## config.mk

```make
export PLATFORM = sky130hd
export DESIGN_NAME = otp_seq_host
export DESIGN_NICKNAME = d
export VERILOG_FILES = /design/src/pkg/otp_seq_pkg.sv /design/src/logic/otp_seq_host.sv
export SDC_FILE = /design/constraint.sdc
export NUM_CORES = 1
export LEC_CHECK = 0
export ABC_AREA = 1
export BUFFER_PORTS_ARGS = -buffer_cell sky130_fd_sc_hd__buf_2
export CAP_MARGIN = 20
export CORE_AREA = 2 2 126 128
export DETAILED_ROUTE_END_ITERATION = 7
export DIE_AREA = 0 0 128 130
export PLACE_DENSITY = 0.82
export SLEW_MARGIN = 20
export SYNTH_ARGS = -nofsm -noshare
export SYNTH_HDL_FRONTEND = slang
export SYNTH_SLANG_ARGS = --single-unit
```

## constraint.sdc

```tcl
create_clock -name clock -period 4.6 [get_ports clock]
set_clock_uncertainty 0.1 [all_clocks]
set_input_delay 0.92 -clock clock [delete_from_list [all_inputs] [get_ports clock]]
set_output_delay 0.92 -clock clock [all_outputs]
set_load 0.005 [all_outputs]
```

## src/pkg/otp_seq_pkg.sv

```systemverilog
// constants, register map and state encoding for the fuse programming sequencer
package otp_seq_pkg;

  // clock and timing
  localparam int CLK_MHZ      = 100;            // system clock rate
  localparam int BURN_TMO_US  = 10000;          // completion poll limit, microseconds
  localparam int BURN_TMO_CYC = BURN_TMO_US * CLK_MHZ; // same limit in clock cycles

  // sensor register addresses (14-bit address space)
  localparam logic [13:0] DEV_IMG_BASE  = 14'h0015; // first location of settings image
  localparam logic [13:0] DEV_PROG      = 14'h0003; // program control register
  localparam logic [13:0] DEV_ANGLE     = 14'h3fff; // compensated_angle register
  localparam logic [13:0] DEV_KEY       = 14'h3fd0; // ecc_key_readout
  localparam logic [13:0] DEV_ZHI       = 14'h0016; // zero_position_high
  localparam logic [13:0] DEV_ZLO       = 14'h0017; // zero_position_low
  localparam logic [13:0] DEV_CFG_A     = 14'h0018; // config_reg_a
  localparam logic [13:0] DEV_CFG_B     = 14'h0019; // config_reg_b
  localparam logic [13:0] DEV_CFG_C     = 14'h001a; // config_reg_c
  localparam logic [13:0] DEV_ECC       = 14'h001b; // protection register

  // offsets inside the image window
  localparam logic [2:0] IDX_FIRST     = 3'h0; // 0x0015
  localparam logic [2:0] IDX_PWR_FIRST = 3'h1; // 0x0016, power-on check start
  localparam logic [2:0] IDX_RNG_LAST  = 3'h5; // 0x001a, pre-protection readback end
  localparam logic [2:0] IDX_LAST      = 3'h6; // 0x001b

  // program control bits and completion value
  localparam int          PROG_EN_BIT  = 0; // program_access_enable
  localparam int          PROG_REF_BIT = 2; // fuse_refresh
  localparam int          PROG_BRN_BIT = 3; // burn_trigger
  localparam int          PROG_VER_BIT = 6; // guard_band_verify
  localparam logic [15:0] PROG_DONE    = 16'h0001;

  // protection register layout
  localparam int          ECC_EN_BIT   = 7;
  localparam logic [7:0]  ECC_KEY_MASK = 8'h7f;

  // our own register map on apb
  localparam logic [7:0] REG_CTRL   = 8'h00; // start, resume, dual die
  localparam logic [7:0] REG_CFG    = 8'h04; // three settings bytes
  localparam logic [7:0] REG_STAT   = 8'h08; // sequencer status
  localparam logic [7:0] REG_ANGLE  = 8'h0c; // captured zero angle
  localparam int         CTRL_START  = 0;
  localparam int         CTRL_RESUME = 1;
  localparam int         CTRL_DUAL   = 2;
  localparam logic [23:0] CFG_RST    = 24'h000000;

  // sequencer states
  typedef enum logic [4:0] {
    S_IDLE, S_PWR1, S_WCFG, S_RANG, S_WZLO, S_WZHI, S_RD1, S_WEN1, S_RKEY,
    S_WKEY, S_WEN2, S_CHK1, S_WPEN, S_WBRN, S_POLL, S_CLR, S_WVER, S_WREF,
    S_CHK2, S_PWR2, S_CHK3, S_DONE, S_FAIL
  } seq_state_e;

endpackage

```

## src/logic/otp_seq_host.sv

```systemverilog
// host sequencer that burns and verifies the sensor's fuse settings
//
// Our own choice: the APB interface to the registers.
`timescale 1ns/1ps
`default_nettype none

module otp_seq_host
  import otp_seq_pkg::*;
#(
  parameter int BURN_TMO = BURN_TMO_CYC // completion poll limit in cycles
) (
  // clock and reset
  input  wire logic        clock,
  input  wire logic        srst,
  // apb slave, our own registers
  input  wire logic        psel,
  input  wire logic        penable,
  input  wire logic        pwrite,
  input  wire logic [7:0]  paddr,
  input  wire logic [31:0] pwdata,
  output logic             pready,
  output logic [31:0]      prdata,
  output logic             pslverr,
  // sensor register access port
  output logic             dev_req,
  output logic             dev_we,
  output logic [13:0]      dev_addr,
  output logic [7:0]       dev_wdata,
  input  wire logic [15:0] dev_rdata,
  input  wire logic        dev_ack,
  // system side
  output logic             power_cycle_req,
  output logic             die_sel,
  output logic             part_rejected
);

  localparam int TW = $clog2(BURN_TMO + 1);

  if (BURN_TMO < 1) begin : g_chk
    $error("BURN_TMO must be at least one cycle");
  end

  // state
  seq_state_e  st_r, st_nxt;                // sequencer state
  logic [2:0]  idx_r, idx_nxt;              // step index inside a range
  logic        req_r, req_nxt;              // outstanding sensor access
  logic        we_r, we_nxt;
  logic [13:0] addr_r, addr_nxt;
  logic [7:0]  wd_r, wd_nxt;
  logic [13:0] ang_r, ang_nxt;              // captured zero angle
  logic [7:0]  key_r, key_nxt;              // correction key
  logic [7:0]  img_r [0:6];                 // expected image 0x0015..0x001b
  logic [7:0]  img_nxt [0:6];
  logic [TW-1:0] tmo_r, tmo_nxt;            // poll timer
  logic        chk1_ok_r, chk1_ok_nxt;      // pre-burn compare passed
  logic        pen_r, pen_nxt;              // program access enabled
  logic        burned_r, burned_nxt;        // burn reported complete
  logic        ver_r, ver_nxt;              // guard band armed
  logic        rej_r, rej_nxt;              // sticky reject
  logic        tmo_flag_r, tmo_flag_nxt;    // timeout seen
  logic        die_r, die_nxt;
  logic        dual_r, dual_nxt;
  logic [23:0] cfg_r, cfg_nxt;              // settings bytes from software

  // operation wanted by the current state
  logic        op_we;
  logic [13:0] op_addr;
  logic [7:0]  op_data;
  logic        ok_byte;                     // read byte equals expectation
  logic        wr_acc, start_wr, resume_wr;

  // apb decode; zero wait states
  assign pready    = 1'b1;
  assign wr_acc    = psel && penable && pwrite;
  assign start_wr  = wr_acc && (paddr == REG_CTRL) && pwdata[CTRL_START];
  assign resume_wr = wr_acc && (paddr == REG_CTRL) && pwdata[CTRL_RESUME];
  assign ok_byte   = (dev_rdata[7:0] == img_r[idx_r]);

  // read mux; unmapped offsets answer with an error
  always_comb begin
    prdata  = 32'h00000000;
    pslverr = 1'b0;
    unique case (paddr)
      REG_CTRL:  prdata = {29'h0, dual_r, 2'b00};
      REG_CFG:   prdata = {8'h00, cfg_r};
      REG_STAT:  prdata = {20'h0, st_r, die_r, tmo_flag_r, rej_r,
                           st_r == S_FAIL, st_r == S_DONE,
                           power_cycle_req, st_r != S_IDLE && st_r != S_DONE
                           && st_r != S_FAIL};
      REG_ANGLE: prdata = {18'h0, ang_r};
      default:   pslverr = psel && penable;
    endcase
  end

  // what each state asks of the sensor
  always_comb begin
    op_we   = 1'b1;
    op_addr = DEV_IMG_BASE + {11'h0, idx_r};
    op_data = 8'h00;
    unique case (st_r)
      S_WCFG: begin
        op_addr = (idx_r == 3'h0) ? DEV_CFG_A : (idx_r == 3'h1) ? DEV_CFG_B : DEV_CFG_C;
        op_data = cfg_r[{idx_r[1:0], 3'b000} +: 8];
      end
      S_RANG: begin
        op_we   = 1'b0;
        op_addr = DEV_ANGLE;
      end
      S_WZLO: begin
        op_addr = DEV_ZLO;
        op_data = {2'b00, ang_r[5:0]};
      end
      S_WZHI: begin
        op_addr = DEV_ZHI;
        op_data = ang_r[13:6];
      end
      S_WEN1: begin
        op_addr = DEV_ECC;
        op_data = 8'h01 << ECC_EN_BIT;
      end
      S_RKEY: begin
        op_we   = 1'b0;
        op_addr = DEV_KEY;
      end
      S_WKEY, S_WEN2: begin
        op_addr = DEV_ECC;
        op_data = (key_r & ECC_KEY_MASK) | (8'h01 << ECC_EN_BIT);
      end
      S_WPEN: begin
        op_addr = DEV_PROG;
        op_data = 8'h01 << PROG_EN_BIT;
      end
      S_WBRN: begin
        op_addr = DEV_PROG;
        op_data = (8'h01 << PROG_EN_BIT) | (8'h01 << PROG_BRN_BIT);
      end
      S_POLL: begin
        op_we   = 1'b0;
        op_addr = DEV_PROG;
      end
      S_WVER: begin
        op_addr = DEV_PROG;
        op_data = 8'h01 << PROG_VER_BIT;
      end
      S_WREF: begin
        op_addr = DEV_PROG;
        op_data = (8'h01 << PROG_VER_BIT) | (8'h01 << PROG_REF_BIT);
      end
      S_RD1, S_CHK1, S_CHK2, S_CHK3: op_we = 1'b0; // range readbacks
      default: op_we = 1'b1; // S_CLR writes zero across the image
    endcase
  end

  // sequencer next values
  always_comb begin
    st_nxt = st_r; idx_nxt = idx_r; req_nxt = req_r; we_nxt = we_r;
    addr_nxt = addr_r; wd_nxt = wd_r; ang_nxt = ang_r; key_nxt = key_r;
    img_nxt = img_r; tmo_nxt = tmo_r; chk1_ok_nxt = chk1_ok_r; pen_nxt = pen_r;
    burned_nxt = burned_r; ver_nxt = ver_r; rej_nxt = rej_r;
    tmo_flag_nxt = tmo_flag_r; die_nxt = die_r; dual_nxt = dual_r; cfg_nxt = cfg_r;
    // software writes
    if (wr_acc && paddr == REG_CFG) cfg_nxt = pwdata[23:0];
    if (wr_acc && paddr == REG_CTRL && st_r == S_IDLE) dual_nxt = pwdata[CTRL_DUAL];
    unique case (st_r)
      S_IDLE, S_DONE, S_FAIL: begin
        // a rejected part never gets another run
        if (start_wr && !rej_r) begin
          st_nxt = S_PWR1; die_nxt = 1'b0; tmo_flag_nxt = 1'b0;
          chk1_ok_nxt = 1'b0; pen_nxt = 1'b0; burned_nxt = 1'b0; ver_nxt = 1'b0;
        end
      end
      S_PWR1: if (resume_wr) begin
        st_nxt = S_WCFG; idx_nxt = IDX_FIRST;
      end
      S_PWR2: if (resume_wr) begin
        st_nxt = S_CHK3; idx_nxt = IDX_PWR_FIRST;
      end
      default: begin
        if (st_r == S_POLL && tmo_r != TW'(BURN_TMO)) tmo_nxt = tmo_r + TW'(1);
        if (!req_r) begin
          // launch the access; held stable until acknowledged
          req_nxt = 1'b1; we_nxt = op_we; addr_nxt = op_addr; wd_nxt = op_data;
        end else if (dev_ack) begin
          req_nxt = 1'b0;
          // track what is written into the image window, except the clear
          if (we_r && st_r != S_CLR && addr_r >= DEV_IMG_BASE && addr_r <= DEV_ECC)
            img_nxt[3'(addr_r - DEV_IMG_BASE)] = wd_r;
          unique case (st_r)
            S_WCFG: if (idx_r == 3'h2) st_nxt = S_RANG; else idx_nxt = idx_r + 3'h1;
            S_RANG: begin
              ang_nxt = dev_rdata[13:0]; st_nxt = S_WZLO;
            end
            S_WZLO: st_nxt = S_WZHI;
            S_WZHI: begin
              st_nxt = S_RD1; idx_nxt = IDX_FIRST;
            end
            S_RD1: begin
              if (idx_r == IDX_FIRST) img_nxt[0] = dev_rdata[7:0];
              if (idx_r == IDX_RNG_LAST) st_nxt = S_WEN1; else idx_nxt = idx_r + 3'h1;
            end
            S_WEN1: st_nxt = S_RKEY;
            S_RKEY: begin
              key_nxt = dev_rdata[7:0]; st_nxt = S_WKEY;
            end
            S_WKEY: st_nxt = S_WEN2;
            S_WEN2: begin
              st_nxt = S_CHK1; idx_nxt = IDX_FIRST;
            end
            S_CHK1: begin
              if (!ok_byte) st_nxt = S_FAIL;
              else if (idx_r == IDX_LAST) begin
                st_nxt = S_WPEN; chk1_ok_nxt = 1'b1;
              end else idx_nxt = idx_r + 3'h1;
            end
            S_WPEN: begin
              st_nxt = S_WBRN; pen_nxt = 1'b1;
            end
            S_WBRN: begin
              st_nxt = S_POLL; tmo_nxt = '0;
            end
            S_POLL: begin
              if (dev_rdata == PROG_DONE) begin
                st_nxt = S_CLR; idx_nxt = IDX_FIRST; burned_nxt = 1'b1;
              end else if (tmo_r == TW'(BURN_TMO)) begin
                st_nxt = S_FAIL; tmo_flag_nxt = 1'b1; rej_nxt = 1'b1;
              end
            end
            S_CLR: begin
              if (idx_r == IDX_LAST) st_nxt = S_WVER; else idx_nxt = idx_r + 3'h1;
            end
            S_WVER: begin
              st_nxt = S_WREF; ver_nxt = 1'b1;
            end
            S_WREF: begin
              st_nxt = S_CHK2; idx_nxt = IDX_FIRST;
            end
            S_CHK2: begin
              if (!ok_byte) begin
                st_nxt = S_FAIL; rej_nxt = 1'b1;
              end else if (idx_r == IDX_LAST) st_nxt = S_PWR2;
              else idx_nxt = idx_r + 3'h1;
            end
            S_CHK3: begin
              if (!ok_byte) begin
                st_nxt = S_FAIL; rej_nxt = 1'b1;
              end else if (idx_r != IDX_LAST) idx_nxt = idx_r + 3'h1;
              else if (dual_r && !die_r) begin
                st_nxt = S_PWR1; die_nxt = 1'b1; chk1_ok_nxt = 1'b0;
                pen_nxt = 1'b0; burned_nxt = 1'b0; ver_nxt = 1'b0;
              end else st_nxt = S_DONE;
            end
            default: st_nxt = S_FAIL;
          endcase
        end
      end
    endcase
  end

  // registers
  always_ff @(posedge clock) begin
    if (srst) begin
      st_r <= S_IDLE; idx_r <= 3'h0; req_r <= 1'b0; we_r <= 1'b0;
      addr_r <= 14'h0000; wd_r <= 8'h00; ang_r <= 14'h0000; key_r <= 8'h00;
      for (int i = 0; i < 7; i++) img_r[i] <= 8'h00;
      tmo_r <= '0; chk1_ok_r <= 1'b0; pen_r <= 1'b0; burned_r <= 1'b0;
      ver_r <= 1'b0; rej_r <= 1'b0; tmo_flag_r <= 1'b0; die_r <= 1'b0;
      dual_r <= 1'b0; cfg_r <= CFG_RST;
    end else begin
      st_r <= st_nxt; idx_r <= idx_nxt; req_r <= req_nxt; we_r <= we_nxt;
      addr_r <= addr_nxt; wd_r <= wd_nxt; ang_r <= ang_nxt; key_r <= key_nxt;
      img_r <= img_nxt; tmo_r <= tmo_nxt; chk1_ok_r <= chk1_ok_nxt;
      pen_r <= pen_nxt; burned_r <= burned_nxt; ver_r <= ver_nxt; rej_r <= rej_nxt;
      tmo_flag_r <= tmo_flag_nxt; die_r <= die_nxt; dual_r <= dual_nxt; cfg_r <= cfg_nxt;
    end
  end

  // outputs
  assign dev_req         = req_r;
  assign dev_we          = we_r;
  assign dev_addr        = addr_r;
  assign dev_wdata       = wd_r;
  assign die_sel         = die_r;
  assign part_rejected   = rej_r;
  assign power_cycle_req = (st_r == S_PWR1) || (st_r == S_PWR2);

  // checks
  logic burn_wr, ver_wr, ref_wr;
  assign burn_wr = req_r && we_r && addr_r == DEV_PROG && wd_r[PROG_BRN_BIT];
  assign ver_wr  = req_r && we_r && addr_r == DEV_PROG && wd_r[PROG_VER_BIT];
  assign ref_wr  = req_r && we_r && addr_r == DEV_PROG && wd_r[PROG_REF_BIT];

  a_burn_verified: assert property (@(posedge clock) disable iff (srst)
    burn_wr |-> chk1_ok_r) else $error("burn issued without clean readback");
  a_burn_enabled: assert property (@(posedge clock) disable iff (srst)
    burn_wr |-> pen_r && wd_r[PROG_EN_BIT]) else $error("burn before access enable");
  a_burn_once: assert property (@(posedge clock) disable iff (srst)
    $rose(burn_wr) |-> $past(st_r) == S_WBRN) else $error("burn trigger out of order");
  a_poll_exit: assert property (@(posedge clock) disable iff (srst)
    st_r == S_POLL && req_r && dev_ack && dev_rdata == PROG_DONE |=> st_r == S_CLR)
    else $error("completion not taken");
  a_no_reburn: assert property (@(posedge clock) disable iff (srst)
    rej_r |-> !burn_wr) else $error("rejected part burned again");
  a_guard_after: assert property (@(posedge clock) disable iff (srst)
    ver_wr |-> burned_r) else $error("guard band used outside programming");
  a_refresh_armed: assert property (@(posedge clock) disable iff (srst)
    ref_wr |-> ver_r) else $error("refresh before guard band set");
  a_poll_bound: assert property (@(posedge clock) disable iff (srst)
    st_r == S_POLL && tmo_r == TW'(BURN_TMO) && req_r && dev_ack
    && dev_rdata != PROG_DONE |=> st_r == S_FAIL && tmo_flag_r)
    else $error("poll timeout not ended");
  a_req_held: assert property (@(posedge clock) disable iff (srst)
    req_r && !dev_ack |=> req_r && $stable(addr_r) && $stable(wd_r))
    else $error("request dropped before acknowledge");

  c_pass: cover property (@(posedge clock) disable iff (srst) st_r == S_DONE);
  c_guard_fail: cover property (@(posedge clock) disable iff (srst)
    $past(st_r) == S_CHK2 && st_r == S_FAIL);
  c_timeout: cover property (@(posedge clock) disable iff (srst) $rose(tmo_flag_r));
  c_second_die: cover property (@(posedge clock) disable iff (srst) $rose(die_r));

endmodule

`default_nettype wire

```

==> impl_metrics.json <==
{
  "vdd_drop_max_mv": 0.315,
  "via_per_inst": 5.82,
  "syn2layout_area_growth_pct": 13.3,
  "nNetsFinal": 1379,
  "slowest_stage": "nand3_1",
  "layout.core_utilization_pct": 60.2,
  "fin_crit_ns": 3.41,
  "post-dp-hpwl_mm": 17.8,
  "coreArea_um2": 15400,
  "path_class": "input port to output port",
  "r2r_end": "idx_r[1]$_SDFFE_PP0P_",
  "grt_antenna_before_repair": 0,
  "wl_per_cell_um": 16.5,
  "whs_path_depth": 2,
  "syn_inst": 1235,
  "p_leak_nw": 3.83,
  "async_flop_share_pct": 0,
  "synthMuxAreaShare_pct": 0,
  "cp-start-kind": "input port",
  "ys_warn_count": 0,
  "route.detailed.drc": 0,
  "die_area_um2": 16600,
  "clk_latency_ns": 0.43,
  "post-place-cells": 1482,
  "tightest_slew_ns": 0.891,
  "pin_count": 123,
  "stdcell_count": 1514,
  "cts.htree.levels": 4,
  "overflow": 0,
  "die_h_um": 130,
  "postCtsSetupRepairBufs": 0,
  "required_ns": 3.58,
  "drv_cap": 0,
  "grt_pass1_vias": 8010,
  "hold_ws_ns": 0.350,
  "yosys.area.top_type": "dfxtp_1",
  "synth_seq_cells": 150,
  "preCtsSetupSlack_ns": 1.26,
  "yosysSeqAreaShare_pct": 36.7,
  "diodes": 0,
  "grt_use_met2_pct": 48.2,
  "synthFlopType": "dfxtp_1",
  "nFillCells": 1432,
  "setup_violations": 0,
  "worst_setup_path_end_kind": "output port",
  "synth.most_common_cell": "nand2_1",
  "crit_top_cell": "buf_2",
  "clockBufferDepth": 2,
  "worstPathCellList": "buf_2 -> or2_1 -> nor2_1 -> nand3_1 -> o22ai_1 -> a221o_1 -> buf_2",
  "totalPowerFinal_mw": 4.19,
  "fin_area_um2": 9280,
  "drtIter0Drc": 831,
  "portBuffers": 105,
  "grtUsageMet3_pct": 5.66,
  "ff2ff_path_depth": 14,
  "worst_path_largest_cell_delay_ns": 0.35,
  "post_cts_resized": 0,
  "max_freq_mhz": 294,
  "drv_slew": 0,
  "fin_crit_sh_pct": 74.1,
  "finalSetupTns_ns": 0,
  "synth_top_cell_area_share_pct": 36.7,
  "layout-drive-gt1-share_pct": 14.1,
  "numCtsBuffers": 17,
  "crit_fanout": 11,
  "synthAdderAreaFrac_pct": 1.22,
  "hp-class": "flop to flop",
  "multi_input_area_um2": 4150,
  "r2r_setup_slack_ns": 1.41,
  "yosys.area_share.simple_pct": 26.1,
  "drtPass1Iterations": 6,
  "gr-usage-all-layers_pct": 30.1,
  "vias": 8807,
  "start_util_pct": 53.1,
  "powerDensity_nw_per_um2": 452,
  "cts_tree": "yes",
  "synth_top_family_by_area": "simple AND/OR/NAND/NOR gates",
  "clkSlewWorstSetupHoldPaths_ns": 0.06,
  "cts.sinks": 150,
  "busiest_layer": "met2",
  "grt_max_degree": 55,
  "synth_edf_count": 0,
  "netlist_area_um2": 8190,
  "clockRootBuffer": "clkbuf_16",
  "rsz0062_at_grt": "no",
  "hold_viol": 0,
  "grt_pass1_wl_mm": 39.8,
  "wirelength_mm": 24.9,
  "grt_util_met1_pct": 40.0,
  "die_w_um": 128,
  "synth_compound_area_share_pct": 22.4,
  "post_dp_cell_area_um2": 8700,
  "status": "completed",
  "ant_nets": 0,
  "synth.top_cells.by_count": "nand2_1, inv_1, dfxtp_1",
  "timing.rr.start": "idx_r[0]$_SDFFE_PP0P_",
  "synth_xor_area_share_pct": 0.428,
  "regArea_um2": 3000,
  "yosys-top-cells-area": "dfxtp_1, nand2_1, o21ai_0",
  "arrival_ns": 2.39,
  "row_count": 46,
  "postCtsHoldBufs": 0,
  "layout_setup_ws_ns": 1.19,
  "slew_headroom_pct": 40.2,
  "avgSynthCellArea_um2": 6.63,
  "ys_types": 47,
  "place.gp.congestion": 0.955
}
==> placed cells by master, fill, tap and decap left out, drive strengths merged, types with 13 or more instances in the layout <==
master	instances
inv	189
nand4	26
o22ai	13
dfxtp	150
a21oi	141
nor3	13
nor2	107
nand3	96
o21ai	147
buf	115
nand2	223
clkbuf	18
==> cells by family after synthesis <==
group,Yosys count
and+or+nand+nor,479
AOI/OAI and AO/OA,336
buffers and inverters,256
DFF,150
adders and majority gates,8
xor gates and xnor gates,4
other,2
==> where the power goes <==
part	internal (mW)	switching, mW	total (mW)
clock	0.805	0.595	1.40
combinational	0.399	0.882	1.28
sequential	1.37	0.138	1.51
==> worst max path at each step <==
stage                end  startpoint
2_1_floorplan  prdata[2]    paddr[1]
3_3_place_gp   prdata[2]    paddr[1]
3_5_place_dp   prdata[2]    paddr[1]
4_1_cts        prdata[2]    paddr[1]
5_1_grt        prdata[8]    paddr[1]
6_report       prdata[2]    paddr[1]
==> metal layers <==
metal | vias up | wire length, um
met2 | 470 | 11400
met4 | 0 | 819
met3 | 73 | 2250
li1 | 4212 | -
met1 | 4052 | 10500
met5 | - | 0
==> cell type report <==
cell class	count	area share, %
tap	192	2.59
clock buffer	18	4.62
sequential	150	32.3
inverter	189	7.66
timing repair buffer	115	6.47
clock inverter	14	1.64
multi-input combinational	836	44.7
==> critical path: cells and delay by family <==
| family | cells | cell delay [ns] |
|---|---|---|
| and+or+nand+nor | 3 | 0.81 |
| AOI/OAI and AO/OA | 2 | 0.45 |
| buffers and inverters | 2 | 0.20 |
(Power assumes the default switching activity.)
